[config.mk]
export PLATFORM = sky130hd
export DESIGN_NAME = nvsram_host_ctrl
export DESIGN_NICKNAME = d
export VERILOG_FILES = /design/src/core/nvsram_ctrl_pkg.sv /design/src/core/nvsram_cycle_timer.sv /design/src/core/nvsram_host_ctrl.sv
export VERILOG_INCLUDE_DIRS = /design/src /design/src/core
export SDC_FILE = /design/constraint.sdc
export NUM_CORES = 1
export LEC_CHECK = 0
export BUFFER_PORTS_ARGS = -buffer_cell sky130_fd_sc_hd__buf_4
export CELL_PAD_IN_SITES_DETAIL_PLACEMENT = 0
export CELL_PAD_IN_SITES_GLOBAL_PLACEMENT = 1
export CORE_MARGIN = 3
export CORE_UTILIZATION = 37
export DETAILED_ROUTE_END_ITERATION = 8
export PLACE_DENSITY_LB_ADDON = 0.1
export REMOVE_ABC_BUFFERS = 1
export SYNTH_ARGS = -nofsm -noshare
export SYNTH_HDL_FRONTEND = slang
export SYNTH_SLANG_ARGS = --single-unit
[constraint.sdc]
create_clock -name clk -period 2.3 [get_ports clk]
set_input_delay 0 -clock clk [delete_from_list [all_inputs] [get_ports clk]]
set_output_delay 0 -clock clk [all_outputs]
set_load 0.01 [all_outputs]
[src/core/nvsram_ctrl_params.svh]
`ifndef NVSRAM_CTRL_PARAMS_SVH
`define NVSRAM_CTRL_PARAMS_SVH

`define NV_CLK_PERIOD_PS      25000
`define NV_ADDR_W             15
`define NV_DATA_W             8
`define NV_SEQ_LEN            6
`define NV_SEQ_MASK           15'h3FFF
`define NV_SEQ_A0             15'h0E38
`define NV_SEQ_A1             15'h31C7
`define NV_SEQ_A2             15'h03E0
`define NV_SEQ_A3             15'h3C1F
`define NV_SEQ_A4             15'h303F
`define NV_SEQ_STORE          15'h0FC0
`define NV_SEQ_RECALL         15'h0C63
// times in ps, cycle counts derived from the 25 ns clock
`define NV_SETUP_PS           25000
`define NV_SETUP_CYC          ((`NV_SETUP_PS + `NV_CLK_PERIOD_PS - 1) / `NV_CLK_PERIOD_PS)
`define NV_STROBE_PS          50000
`define NV_STROBE_CYC         ((`NV_STROBE_PS + `NV_CLK_PERIOD_PS - 1) / `NV_CLK_PERIOD_PS)
`define NV_HSB_PULSE_PS       15000
`define NV_HSB_PULSE_CYC      ((`NV_HSB_PULSE_PS + `NV_CLK_PERIOD_PS - 1) / `NV_CLK_PERIOD_PS)
`define NV_BUSY_WAIT_PS       300000
`define NV_BUSY_WAIT_CYC      (`NV_BUSY_WAIT_PS / `NV_CLK_PERIOD_PS)
`define NV_GRACE_PS           1000000
`define NV_GRACE_CYC          ((`NV_GRACE_PS + `NV_CLK_PERIOD_PS - 1) / `NV_CLK_PERIOD_PS)
`define NV_RECOVER_PS         700000
`define NV_RECOVER_CYC        ((`NV_RECOVER_PS + `NV_CLK_PERIOD_PS - 1) / `NV_CLK_PERIOD_PS)
`define NV_RECALL_PS          20000000
`define NV_RECALL_CYC         ((`NV_RECALL_PS + `NV_CLK_PERIOD_PS - 1) / `NV_CLK_PERIOD_PS)
`define NV_STORE_CYC_DEF      400000
`define NV_RESTORE_CYC_DEF    22000

`endif

[src/core/nvsram_ctrl_pkg.sv]
package nvsram_ctrl_pkg;
    typedef enum logic [2:0] {
        CMD_READ     = 3'h0,
        CMD_WRITE    = 3'h1,
        CMD_SW_STORE = 3'h2,
        CMD_SW_RECALL= 3'h3,
        CMD_HW_STORE = 3'h4
    } cmd_t;

    typedef enum logic [3:0] {
        ST_IDLE    = 4'h0,
        ST_SETUP   = 4'h1,
        ST_STROBE  = 4'h2,
        ST_HOLD    = 4'h3,
        ST_HSB_REQ = 4'h4,
        ST_HSB_WT  = 4'h5,
        ST_HSB_BSY = 4'h6,
        ST_RECOVER = 4'h7,
        ST_NV_WAIT = 4'h8,
        ST_PWRUP   = 4'h9
    } state_t;
endpackage

[src/core/nvsram_cycle_timer.sv]
`timescale 1ns/1ps
`default_nettype none
// loadable down counter; done is high while the count is zero
module nvsram_cycle_timer (
    input  wire logic        clk,
    input  wire logic        rstn,
    input  wire logic        load,
    input  wire logic [19:0] value,
    output logic             done
);
    logic [19:0] count_reg;

    // reload wins over counting so a new wait always starts clean
    always_ff @(posedge clk or negedge rstn) begin
        if (!rstn) begin
            count_reg <= 20'h00000;
        end else if (load) begin
            count_reg <= value;
        end else if (count_reg != 20'h00000) begin
            count_reg <= count_reg - 20'h00001;
        end
    end

    assign done = (count_reg == 20'h00000);
endmodule // nvsram_cycle_timer
`default_nettype wire

[src/core/nvsram_host_ctrl.sv]
`timescale 1ns/1ps
`default_nettype none
`include "nvsram_ctrl_params.svh"
module nvsram_host_ctrl #(
    parameter int STORE_CYC   = `NV_STORE_CYC_DEF,
    parameter int RESTORE_CYC = `NV_RESTORE_CYC_DEF
) (
    input  wire logic                          clk,
    input  wire logic                          rstn,
    input  wire logic                          req_valid,
    input  wire nvsram_ctrl_pkg::cmd_t         req_cmd,
    input  wire logic [`NV_ADDR_W-1:0]         req_addr,
    input  wire logic [`NV_DATA_W-1:0]         req_wdata,
    output logic                               req_ready,
    output logic                               rsp_valid,
    output logic [`NV_DATA_W-1:0]              rsp_rdata,
    output logic                               rsp_skipped,
    output logic                               chip_select_n,
    output logic                               output_enable_n,
    output logic                               write_enable_n,
    output logic [`NV_ADDR_W-1:0]              byte_address,
    input  wire logic [`NV_DATA_W-1:0]         data_io_in,
    output logic [`NV_DATA_W-1:0]              data_io_out,
    output logic                               data_io_oe,
    input  wire logic                          store_busy_n_in,
    output logic                               store_busy_n_out,
    output logic                               store_busy_n_oe
);
    ////////////////////////////////////////////////////////////////////////////
    // sequence address table
    function automatic logic [`NV_ADDR_W-1:0] seq_addr(input logic [2:0] step,
                                                       input logic recall);
        logic [`NV_ADDR_W-1:0] a;
        a = `NV_SEQ_A0;
        case (step)
            3'h0:    a = `NV_SEQ_A0;
            3'h1:    a = `NV_SEQ_A1;
            3'h2:    a = `NV_SEQ_A2;
            3'h3:    a = `NV_SEQ_A3;
            3'h4:    a = `NV_SEQ_A4;
            default: a = recall ? `NV_SEQ_RECALL : `NV_SEQ_STORE;
        endcase
        return a & `NV_SEQ_MASK;
    endfunction

    nvsram_ctrl_pkg::state_t state_reg, state_next;
    nvsram_ctrl_pkg::cmd_t   cmd_reg;
    logic [2:0]              step_reg;
    logic                    dirty_reg;
    logic                    tmr_load;
    logic [19:0]             tmr_value;
    logic                    tmr_done;
    logic                    is_seq;
    logic                    seq_last;
    logic                    is_write;
    logic                    pwrup_reg;

    nvsram_cycle_timer u_timer (
        .clk   (clk),
        .rstn  (rstn),
        .load  (tmr_load),
        .value (tmr_value),
        .done  (tmr_done)
    );

    ////////////////////////////////////////////////////////////////////////////
    // decode of the held command
    assign is_seq   = (cmd_reg == nvsram_ctrl_pkg::CMD_SW_STORE) ||
                      (cmd_reg == nvsram_ctrl_pkg::CMD_SW_RECALL);
    assign seq_last = is_seq && (step_reg == 3'(`NV_SEQ_LEN - 1));
    assign is_write = (cmd_reg == nvsram_ctrl_pkg::CMD_WRITE);

    // next state; a busy pin low from outside (power-fail store) stalls new requests
    always_comb begin
        state_next = state_reg;
        tmr_load   = 1'b0;
        tmr_value  = 20'h00000;
        case (state_reg)
            nvsram_ctrl_pkg::ST_PWRUP: begin
                // done already reads high out of reset, so the recall wait is loaded first
                if (pwrup_reg) begin
                    tmr_load   = 1'b1;
                    tmr_value  = 20'(RESTORE_CYC);
                end else if (tmr_done) begin
                    state_next = nvsram_ctrl_pkg::ST_IDLE;
                end
            end
            nvsram_ctrl_pkg::ST_IDLE: begin
                if (!store_busy_n_in) begin
                    state_next = nvsram_ctrl_pkg::ST_HSB_BSY;
                end else if (req_valid && req_cmd == nvsram_ctrl_pkg::CMD_HW_STORE) begin
                    state_next = nvsram_ctrl_pkg::ST_HSB_REQ;
                    tmr_load   = 1'b1;
                    tmr_value  = 20'(`NV_HSB_PULSE_CYC);
                end else if (req_valid) begin
                    state_next = nvsram_ctrl_pkg::ST_SETUP;
                    tmr_load   = 1'b1;
                    tmr_value  = 20'(`NV_SETUP_CYC);
                end
            end
            nvsram_ctrl_pkg::ST_SETUP: begin
                if (tmr_done) begin
                    state_next = nvsram_ctrl_pkg::ST_STROBE;
                    tmr_load   = 1'b1;
                    tmr_value  = 20'(`NV_STROBE_CYC);
                end
            end
            nvsram_ctrl_pkg::ST_STROBE: begin
                if (tmr_done) begin
                    state_next = nvsram_ctrl_pkg::ST_HOLD;
                end
            end
            nvsram_ctrl_pkg::ST_HOLD: begin
                if (!is_seq || !seq_last) begin
                    state_next = is_seq ? nvsram_ctrl_pkg::ST_SETUP
                                        : nvsram_ctrl_pkg::ST_IDLE;
                    tmr_load   = is_seq;
                    tmr_value  = 20'(`NV_SETUP_CYC);
                end else begin
                    state_next = nvsram_ctrl_pkg::ST_NV_WAIT;
                    tmr_load   = 1'b1;
                    tmr_value  = (cmd_reg == nvsram_ctrl_pkg::CMD_SW_STORE)
                                 ? 20'(STORE_CYC) : 20'(`NV_RECALL_CYC);
                end
            end
            nvsram_ctrl_pkg::ST_HSB_REQ: begin
                if (tmr_done) begin
                    state_next = nvsram_ctrl_pkg::ST_HSB_WT;
                    tmr_load   = 1'b1;
                    tmr_value  = 20'(`NV_GRACE_CYC);
                end
            end
            nvsram_ctrl_pkg::ST_HSB_WT: begin
                // skipped store: device never drives the pin
                if (tmr_done) begin
                    state_next = nvsram_ctrl_pkg::ST_RECOVER;
                    tmr_load   = 1'b1;
                    tmr_value  = 20'(`NV_RECOVER_CYC);
                end else if (!store_busy_n_in) begin
                    state_next = nvsram_ctrl_pkg::ST_HSB_BSY;
                end
            end
            nvsram_ctrl_pkg::ST_HSB_BSY: begin
                if (store_busy_n_in) begin
                    state_next = nvsram_ctrl_pkg::ST_RECOVER;
                    tmr_load   = 1'b1;
                    tmr_value  = 20'(`NV_RECOVER_CYC);
                end
            end
            nvsram_ctrl_pkg::ST_RECOVER,
            nvsram_ctrl_pkg::ST_NV_WAIT: begin
                if (tmr_done) begin
                    state_next = nvsram_ctrl_pkg::ST_IDLE;
                end
            end
            default: state_next = nvsram_ctrl_pkg::ST_IDLE;
        endcase
    end

    ////////////////////////////////////////////////////////////////////////////
    // state, command and sequence step
    always_ff @(posedge clk or negedge rstn) begin
        if (!rstn) begin
            state_reg <= nvsram_ctrl_pkg::ST_PWRUP;
            cmd_reg   <= nvsram_ctrl_pkg::CMD_READ;
            step_reg  <= 3'h0;
            pwrup_reg <= 1'b1;
        end else begin
            state_reg <= state_next;
            pwrup_reg <= 1'b0;
            if (state_reg == nvsram_ctrl_pkg::ST_IDLE && state_next == nvsram_ctrl_pkg::ST_SETUP) begin
                cmd_reg  <= req_cmd;
                step_reg <= 3'h0;
            end else if (state_reg == nvsram_ctrl_pkg::ST_HOLD && is_seq) begin
                step_reg <= step_reg + 3'h1;
            end
        end
    end

    // hold the address per step; plain reads and writes use all fifteen bits
    always_ff @(posedge clk or negedge rstn) begin
        if (!rstn) begin
            byte_address <= '0;
            data_io_out  <= '0;
        end else if (state_reg == nvsram_ctrl_pkg::ST_IDLE && state_next == nvsram_ctrl_pkg::ST_SETUP) begin
            byte_address <= (req_cmd == nvsram_ctrl_pkg::CMD_SW_STORE ||
                             req_cmd == nvsram_ctrl_pkg::CMD_SW_RECALL)
                            ? seq_addr(3'h0, 1'b0) : req_addr;
            data_io_out  <= req_wdata;
        end else if (state_reg == nvsram_ctrl_pkg::ST_HOLD && is_seq && !seq_last) begin
            // address moves only with select high
            byte_address <= seq_addr(step_reg + 3'h1,
                                     cmd_reg == nvsram_ctrl_pkg::CMD_SW_RECALL);
        end
    end

    ////////////////////////////////////////////////////////////////////////////
    // pin strobes, all registered
    always_ff @(posedge clk or negedge rstn) begin
        if (!rstn) begin
            chip_select_n   <= 1'b1;
            output_enable_n <= 1'b1;
            write_enable_n  <= 1'b1;
            data_io_oe      <= 1'b0;
        end else begin
            chip_select_n   <= !(state_next == nvsram_ctrl_pkg::ST_STROBE);
            output_enable_n <= !(state_next == nvsram_ctrl_pkg::ST_STROBE &&
                                 (cmd_reg == nvsram_ctrl_pkg::CMD_READ));
            write_enable_n  <= !(state_next == nvsram_ctrl_pkg::ST_STROBE && is_write);
            data_io_oe      <= (state_next == nvsram_ctrl_pkg::ST_STROBE ||
                                state_next == nvsram_ctrl_pkg::ST_SETUP) && is_write;
        end
    end

    // hardware request drives the open-drain pin for the pulse width only
    always_ff @(posedge clk or negedge rstn) begin
        if (!rstn) begin
            store_busy_n_out <= 1'b1;
            store_busy_n_oe  <= 1'b0;
        end else begin
            store_busy_n_out <= 1'b0;
            store_busy_n_oe  <= (state_next == nvsram_ctrl_pkg::ST_HSB_REQ);
        end
    end

    ////////////////////////////////////////////////////////////////////////////
    // answer; read data taken at end of strobe while address held
    always_ff @(posedge clk or negedge rstn) begin
        if (!rstn) begin
            rsp_valid   <= 1'b0;
            rsp_rdata   <= '0;
            rsp_skipped <= 1'b0;
            dirty_reg   <= 1'b0;
            req_ready   <= 1'b0;
        end else begin
            req_ready   <= (state_next == nvsram_ctrl_pkg::ST_IDLE) && store_busy_n_in;
            rsp_valid   <= 1'b0;
            if (state_reg == nvsram_ctrl_pkg::ST_STROBE && tmr_done) begin
                rsp_rdata <= data_io_in;
            end
            if (state_reg == nvsram_ctrl_pkg::ST_HOLD && (!is_seq || seq_last)) begin
                rsp_valid <= !is_seq;
            end
            if (state_reg == nvsram_ctrl_pkg::ST_NV_WAIT && tmr_done) begin
                rsp_valid <= 1'b1;
            end
            if (state_reg == nvsram_ctrl_pkg::ST_HOLD && is_write) begin
                dirty_reg <= 1'b1;
            end else if ((state_reg == nvsram_ctrl_pkg::ST_HOLD && seq_last) ||
                         state_reg == nvsram_ctrl_pkg::ST_HSB_BSY) begin
                dirty_reg <= 1'b0;
            end
            if (state_reg == nvsram_ctrl_pkg::ST_RECOVER && tmr_done) begin
                rsp_valid   <= 1'b1;
            end
            // prediction taken at the request, before the busy phase clears the dirty flag
            if (state_reg == nvsram_ctrl_pkg::ST_IDLE &&
                state_next == nvsram_ctrl_pkg::ST_HSB_REQ) begin
                rsp_skipped <= !dirty_reg;
            end else if (state_reg == nvsram_ctrl_pkg::ST_IDLE && req_valid) begin
                rsp_skipped <= 1'b0;
            end
        end
    end
endmodule // nvsram_host_ctrl
`default_nettype wire

==> metrics.md, run 1 <==
| Metric | Value |
|---|---|
| DR vias/cell | `4.99` |
| Root buf cell | `clkbuf_8` |
| R2R depth | `6` |
| Met3 WL | `446 um` |
| Max Slew Vio Count | `0` |
| Combinational Power Share | `50.2%` |
| Final setup margin | `-0.0917 ns` |
| Worst-margin pin slew | `0.899 ns` |
| Required time worst endpoint | `2.54 ns` |
| CTS tree | `built` |
| Cell Rows | `35` |
| Routability cong. | `0.967` |
| Largest register FFs | `20` |
| Non-Filler Instances | `689` |
| Clock Path Buffers | `2` |
| Area Overhead vs Synth | `51.5%` |
| Post-synthesis compound-gate area fraction | `14.1%` |
| Clk sinks | `71` |
| Switch Pwr | `~2.5 mW` |
| Die area | `11,100 um^2` |
| Failing checks | `setup timing` |
| Hold path cells | `4` |
| Yosys top cell by area | `dfrtp_1` |
| Yosys reg bits | `71` |
| Pwr Density | `1200 nW/um^2` |
| Post-route ant nets | `0` |
| Routed Wire Length | `between 10,000 and 15,000 um` |
| Largest net degree at the start of global routing | `about 70` |
| DRC viols | `0` |
| Starting DRC count in detailed routing | `141` |
| Worst-path clk slew | `0.07 ns` |
| Total CTS buffers | `9` |
| Post-synth top cells | `nand2_1, dfrtp_1, nor2_1` |
| GRT Total Usage | `19.0%` |
| Number of detailed-route iterations in the first pass | `4` |
| Seq/Total Area, Yosys | `between 40% and 50%` |
| Worst Path Arrival | `2.63 ns` |
| Crit share post-route | `104%` |
| Via Count | `3,436` |
| Switching share of power | `37.1%` |
| Cell Int Power | `4.19 mW` |
| Total negative slack | `-0.221 ns` |
| Top cell type's share of synthesized area | `44.6%` |
| Final setup fails | `3` |
| Unrepaired setup endpoints after global routing | `yes` |
| Clock power share | `between 15 and 20%` |
| Startpoint types | `register` |
| Max rail drop VDD | `0.000500 V` |
| Static leakage | `2.64 nW` |
| Largest family of logic cells by synthesized area | `simple AND/OR/NAND/NOR gates` |
| Final Power | `between 6 and 7 mW` |
| Setup WS pre-CTS | `-0.130 ns` |
| Fin nets | `600` |
| First-pass GRT wire length | `17,100 um` |
| Fmax | `0.418 GHz` |
| Final Skew | `0.00655 ns` |
| XOR/XNOR Fraction of Synth Area | `under 10%` |
| Io pins | `78` |
| Chip height | `roughly 110 um` |
| Status | `complete, but fails checks` |
| Placed insts | `631` |
| Antenna diodes | `0` |
| Clk Latency, worst-skew pair | `0.34 ns` |
| Synth Instances | `385` |
| Critical Path End Type | `register` |
| Wire length per cell | `15.2 um` |
| Worst-path cell chain | `or4_4 -> or3_4 -> o32a_4 -> o221ai_4 -> buf_4 -> and3b_1` |
| Core box area | `~9400 um^2` |
| Most frequent cell after synthesis | `nand2_1` |
| Crit-path max FO | `5` |
| Minimum clock period | `2.39 ns` |
| Post-synthesis simple-gate area fraction | `23.7%` |
| Synthesized area per cell | `9.47 um^2` |
| Die width | `105 um` |
| Number of antenna violations at the first check in global routing | `0` |
| Fin. Hold Viols | `0` |
| Total grt overflow | `0` |
| Post-synthesis cell type count | `slightly below 60` |
| Proportion of synthesized area in mux cells | `roughly 3.3%` |
| Crit Path Class | `register to register` |
| H-Tree Depth | `3` |
| Met2 WL | `5060 um` |
| Post-synth EDFFs | `0` |
| Reg power frac | `31.4%` |
| Number of buffers added on ports | `77` |
| DP Wirelength | `between 7000 and 8000 um` |
| Post-Synth Adder-Cell Area | `between 2 and 2.5%` |
| Tightest Hold Check Type | `input pin to register` |
| Vias in the first global route | `3,420` |
| Worst slew margin | `about two fifths` |
| Share of post-route cells with drive strength above 1 | `34.3%` |
| Starting Density | `38.7%` |
| CP max stage delay | `0.55 ns` |
| Max-Cap Viols | `0` |
| Ys Warns | `0` |
| Post-synthesis async set-or-reset flop share | `100%` |
| Top post-synthesis cells by area | `dfrtp_1, nand2_1, dfstp_2` |
| Post-Syn Area | `3650 um^2` |
| Slowest-stage cell, CP | `or4_4` |
| Ys flop type | `dfrtp_1` |
| Top sig layer | `met4` |
| Met1 wire length | `4810 um` |
==> metal layers <==
layer,GRT usage (%),vias to the layer above
li1,-,1700
met1,26.3,1635
met2,30.3,89
met3,4.10,12
met4,4.50,0
met5,0,-
==> through the flow <==
stage	cell area (um^2)	util [%]	hold slack (ns)
floorplan	3560	-	-0.296
global placement	4730	50.3	0.190
detailed placement	4730	50.3	0.197
CTS	5390	57.2	0.129
global route	5520	58.7	0.160
finish	5520	58.7	0.142
==> final cells by class <==
type	instances	area, um^2
flip-flops and latches	71	1780
well taps	129	161
multi-input cells	287	1860
fillers	802	3890
inverters	10	37.5
repair buffers	176	1430
clock inverters	5	105
clock buffers	11	141
==> cell usage in the layout, fill, tap and decap left out, types with 4 or more instances in the layout <==
cell           instances
a21oi_1               20
a221o_1                4
buf_4                135
buf_6                  4
clkbuf_8              10
dfrtp_1               65
dfstp_2                6
dlygate4sd3_1         37
ha_1                   6
inv_1                 10
mux2_2                 9
nand2_1               66
nand2b_1               4
nand3_1               11
nor2_1                34
nor2b_1                8
nor3_1                14
o21ai_0               13
o31ai_1                4
or3_1                  4
xnor2_1               10
xor2_1                 6
==> power groups by stage <==
| stage | Sequential, mW | Clock, mW | Combinational (mW) |
|---|---|---|---|
| floorplan | 2.18 | 0 | 1.49 |
| CTS | 2.08 | 1.27 | 3.13 |
| global placement | 2.08 | 0 | 3.01 |
| finish | 2.09 | 1.23 | 3.34 |
| detailed placement | 2.08 | 0 | 3.02 |
| global route | 2.15 | 1.33 | 3.68 |
==> worst paths after layout <==
kind                                       start                    end  slack (ns)
max                        u_timer.count_reg[13]              req_ready       -0.09
min                                   req_cmd[2]       byte_address[10]        0.14
max reg2reg                u_timer.count_reg[13]              req_ready       -0.09
min reg2reg                       data_io_out[3]         data_io_out[3]        0.48
max in group asynchronous                   rstn        byte_address[6]        1.38
min in group asynchronous                   rstn  u_timer.count_reg[19]        0.33
==> kinds of logic (layout without fill, tap and decap cells) <==
group	Yosys count	after routing
other cells	1	1
flops	71	71
simple gates	177	177
xor+xnor	17	17
fa+ha+maj	7	7
compound gates	74	74
mux	11	11
buf+inv	27	202
==> worst max-delay path, delay by kind of cell (launching register included) <==
kind / cells / cell delay [ns]
and+or+nand+nor: 3 / 1.10
AOI/OAI and AO/OA: 2 / 0.63
DFF: 1 / 0.39
buffers and inverters: 1 / 0.18
==> what timing repair did <==
item | in CTS | in global routing
buffers inserted | 1 | 4
gates resized for setup | 6 | 23
hold buffers | 37 | 0
endpoints found under the setup margin | 29 | 43
endpoints found under the hold margin | 101 | 0
pin swaps | 1 | 9
No activity file was read; power rests on OpenSTA's default activity.
==> run 2, diff against run 1 <==
- CORE_UTILIZATION: 37 -> 35
- SLEW_MARGIN: not set -> 0
- clock period: 2.3 -> 2.8 ns (I/O delays scaled with it)
==> metrics.md, run 2 (same netlist as run 1, synthesis figures left out) <==
| Metric | Value |
|---|---|
| Finished Core Util | `50.4%` |
| Io pins | `just under 80` |
| Number of antenna violations at the first check in global routing | `0` |
| Commonest non-fill, non-tap cell in the layout | `buf_4` |
| Vias in the first global route | `3,312` |
| Starting Density | `36.6%` |
| Number of buffers added on ports | `77` |
| Startpoint types | `register` |
| Largest net degree at the start of global routing | `72` |
| Tightest Hold Check Type | `input pin to asynchronous set/reset pin` |
| Required time worst endpoint | `3.02 ns` |
| Fin Hold WS | `around 0.33 ns` |
| Slowest-stage cell, CP | `or4_4` |
| DP Area | `4460 um^2` |
| Root buf cell | `clkbuf_8` |
| Share of post-route cells with drive strength above 1 | `25.7%` |
| Sequential Area | `~1800 um^2` |
| Unrepaired setup endpoints after global routing | `no` |
| DRC viols | `0` |
| Max Slew Vio Count | `0` |
| Filler cells | `969` |
| Die width | `108 um` |
| Final Skew | `around 0.0083 ns` |
| Area Overhead vs Synth | `37.5%` |
| Wire length per cell | `15.4 um` |
| CTS tree | `built` |
| Worst Path Arrival | `2.88 ns` |
| Worst-path cell chain | `or4_4 -> or3_1 -> nor2_2 -> buf_4 -> nand3_1 -> mux2_2` |
| Pwr Density | `930 nW/um^2` |
| Static leakage | `2.37 nW` |
| Chip height | `108 um` |
| Minimum clock period | `2.65 ns` |
| First-pass GRT wire length | `16,500 um` |
| Die area | `roughly 12,000 um^2` |
| Final setup margin | `0.149 ns` |
| Number of detailed-route iterations in the first pass | `4` |
| Total CTS buffers | `9` |
| Fin. Hold Viols | `0` |
| Routed Wire Length | `9980 um` |
| Total negative slack | `0 ns` |
| Max-Cap Viols | `0` |
| Worst slew margin | `40.2%` |
| Commonest non-fill, non-tap cells in the layout | `buf_4, nand2_1, dfrtp_1` |
| Cell Rows | `36` |
| Max rail drop VDD | `approximately 0.0004 V` |
| Crit Path Class | `register to register` |
| Via Count | `3,263` |
| Clock Path Buffers | `2` |
| Total grt overflow | `0` |
| DR vias/cell | `5.02` |
| Starting DRC count in detailed routing | `160` |
| GRT Total Usage | `18.0%` |
| Setup WS pre-CTS | `between 0.15 and 0.2 ns` |
| Core box area | `roughly 10000 um^2` |
| Fin nets | `roughly 560` |
| Crit path max-delay family | `simple AND/OR/NAND/NOR gates` |
| Crit-path max FO | `8` |
| Fin area | `5010 um^2` |
| Setup bufs post-CTS | `0` |
| Largest register FFs | `20` |
| DP Wirelength | `around 7000 um` |
| Worst-margin pin slew | `about 0.9 ns` |
| H-Tree Depth | `3` |
| Worst path buffer plus inverter count | `1` |
| Final setup fails | `0` |
| Status | `finished clean` |
| Worst-path clk slew | `0.08 ns` |
| Routability cong. | `0.849` |
| Clk sinks | `71` |
| Antenna diodes | `0` |
| Fmax | `0.377 GHz` |
| CP max stage delay | `0.55 ns` |
| Clk Latency, worst-skew pair | `0.35 ns` |
| Crit share post-route | `94.7%` |
| Post-route ant nets | `0` |
| Footprint of the multi-input gates | `between 1500 and 2000 um^2` |
| Critical Path End Type | `register` |
==> run 2: changes by cell type in the layout (fill, tap and decap cells not counted), sizes merged <==
| cell | previous run | this run |
|---|---|---|
| clkbuf | 11 | 10 |
| buf | 139 | 96 |
| bufinv | 3 | 0 |
| clkinv | 0 | 5 |
| clkinvlp | 2 | 1 |
==> run 2: timing repair <==
action                                  in CTS  in global routing
endpoints found under the hold margin      101                  0
resized for setup                            0                  1
endpoints found under the setup margin       0                  1
hold buffers                                37                  0
==> run 2: where the power goes <==
group	switching, mW	internal [mW]
sequential	0.318	1.42
combinational	1.15	1.05
clock	0.379	0.340
total	1.85	2.81
==> run 2: worst register-to-register path, delay by kind of cell, from the launching register on <==
kind	cells	cell delay (ns)
DFF	1	0.41
muxes	1	0.41
and+or+nand+nor	4	1.53
buffers and inverters	1	0.19
==> run 2: cell type report <==
class | instances | share of cell area (%)
inverter | 10 | 0.749
clock inverter | 6 | 0.724
timing repair buffer | 133 | 22.0
sequential | 71 | 35.6
tap | 133 | 3.32
multi-input combinational | 287 | 34.9
clock buffer | 10 | 2.74
==> run 2: through the flow <==
stage	total power, mW	instances
3_5_place_dp	3.90	597
3_3_place_gp	3.89	597
4_1_cts	4.69	650
5_1_grt	5.05	650
6_report	4.66	650
2_1_floorplan	3.02	368
==> run 2: layer usage <==
| layer | track usage [%] | vias up | part of all wire (%) | wire length, um |
|---|---|---|---|---|
| li1 | - | 1611 | - | - |
| met1 | 24.5 | 1552 | 46 | 4580 |
| met2 | 27.7 | 87 | 48 | 4750 |
| met3 | 4.60 | 13 | 4.9 | 491 |
| met4 | 6.67 | 0 | 1.5 | 154 |
| met5 | 0 | - | 0 | 0 |
==> run 2: worst paths after layout <==
path	to	slack (ns)	depth (start not counted)	startpoint
max	rsp_rdata[3]	0.15	6	u_timer.count_reg[13]
min reg2reg	rsp_skipped	0.48	1	dirty_reg
min	u_timer.count_reg[9]	0.33	2	rstn
max reg2reg	rsp_rdata[3]	0.15	6	u_timer.count_reg[13]
min in group clk	data_io_out[3]	0.38	4	req_wdata[3]
max in group asynchronous	data_io_out[7]	1.90	2	rstn
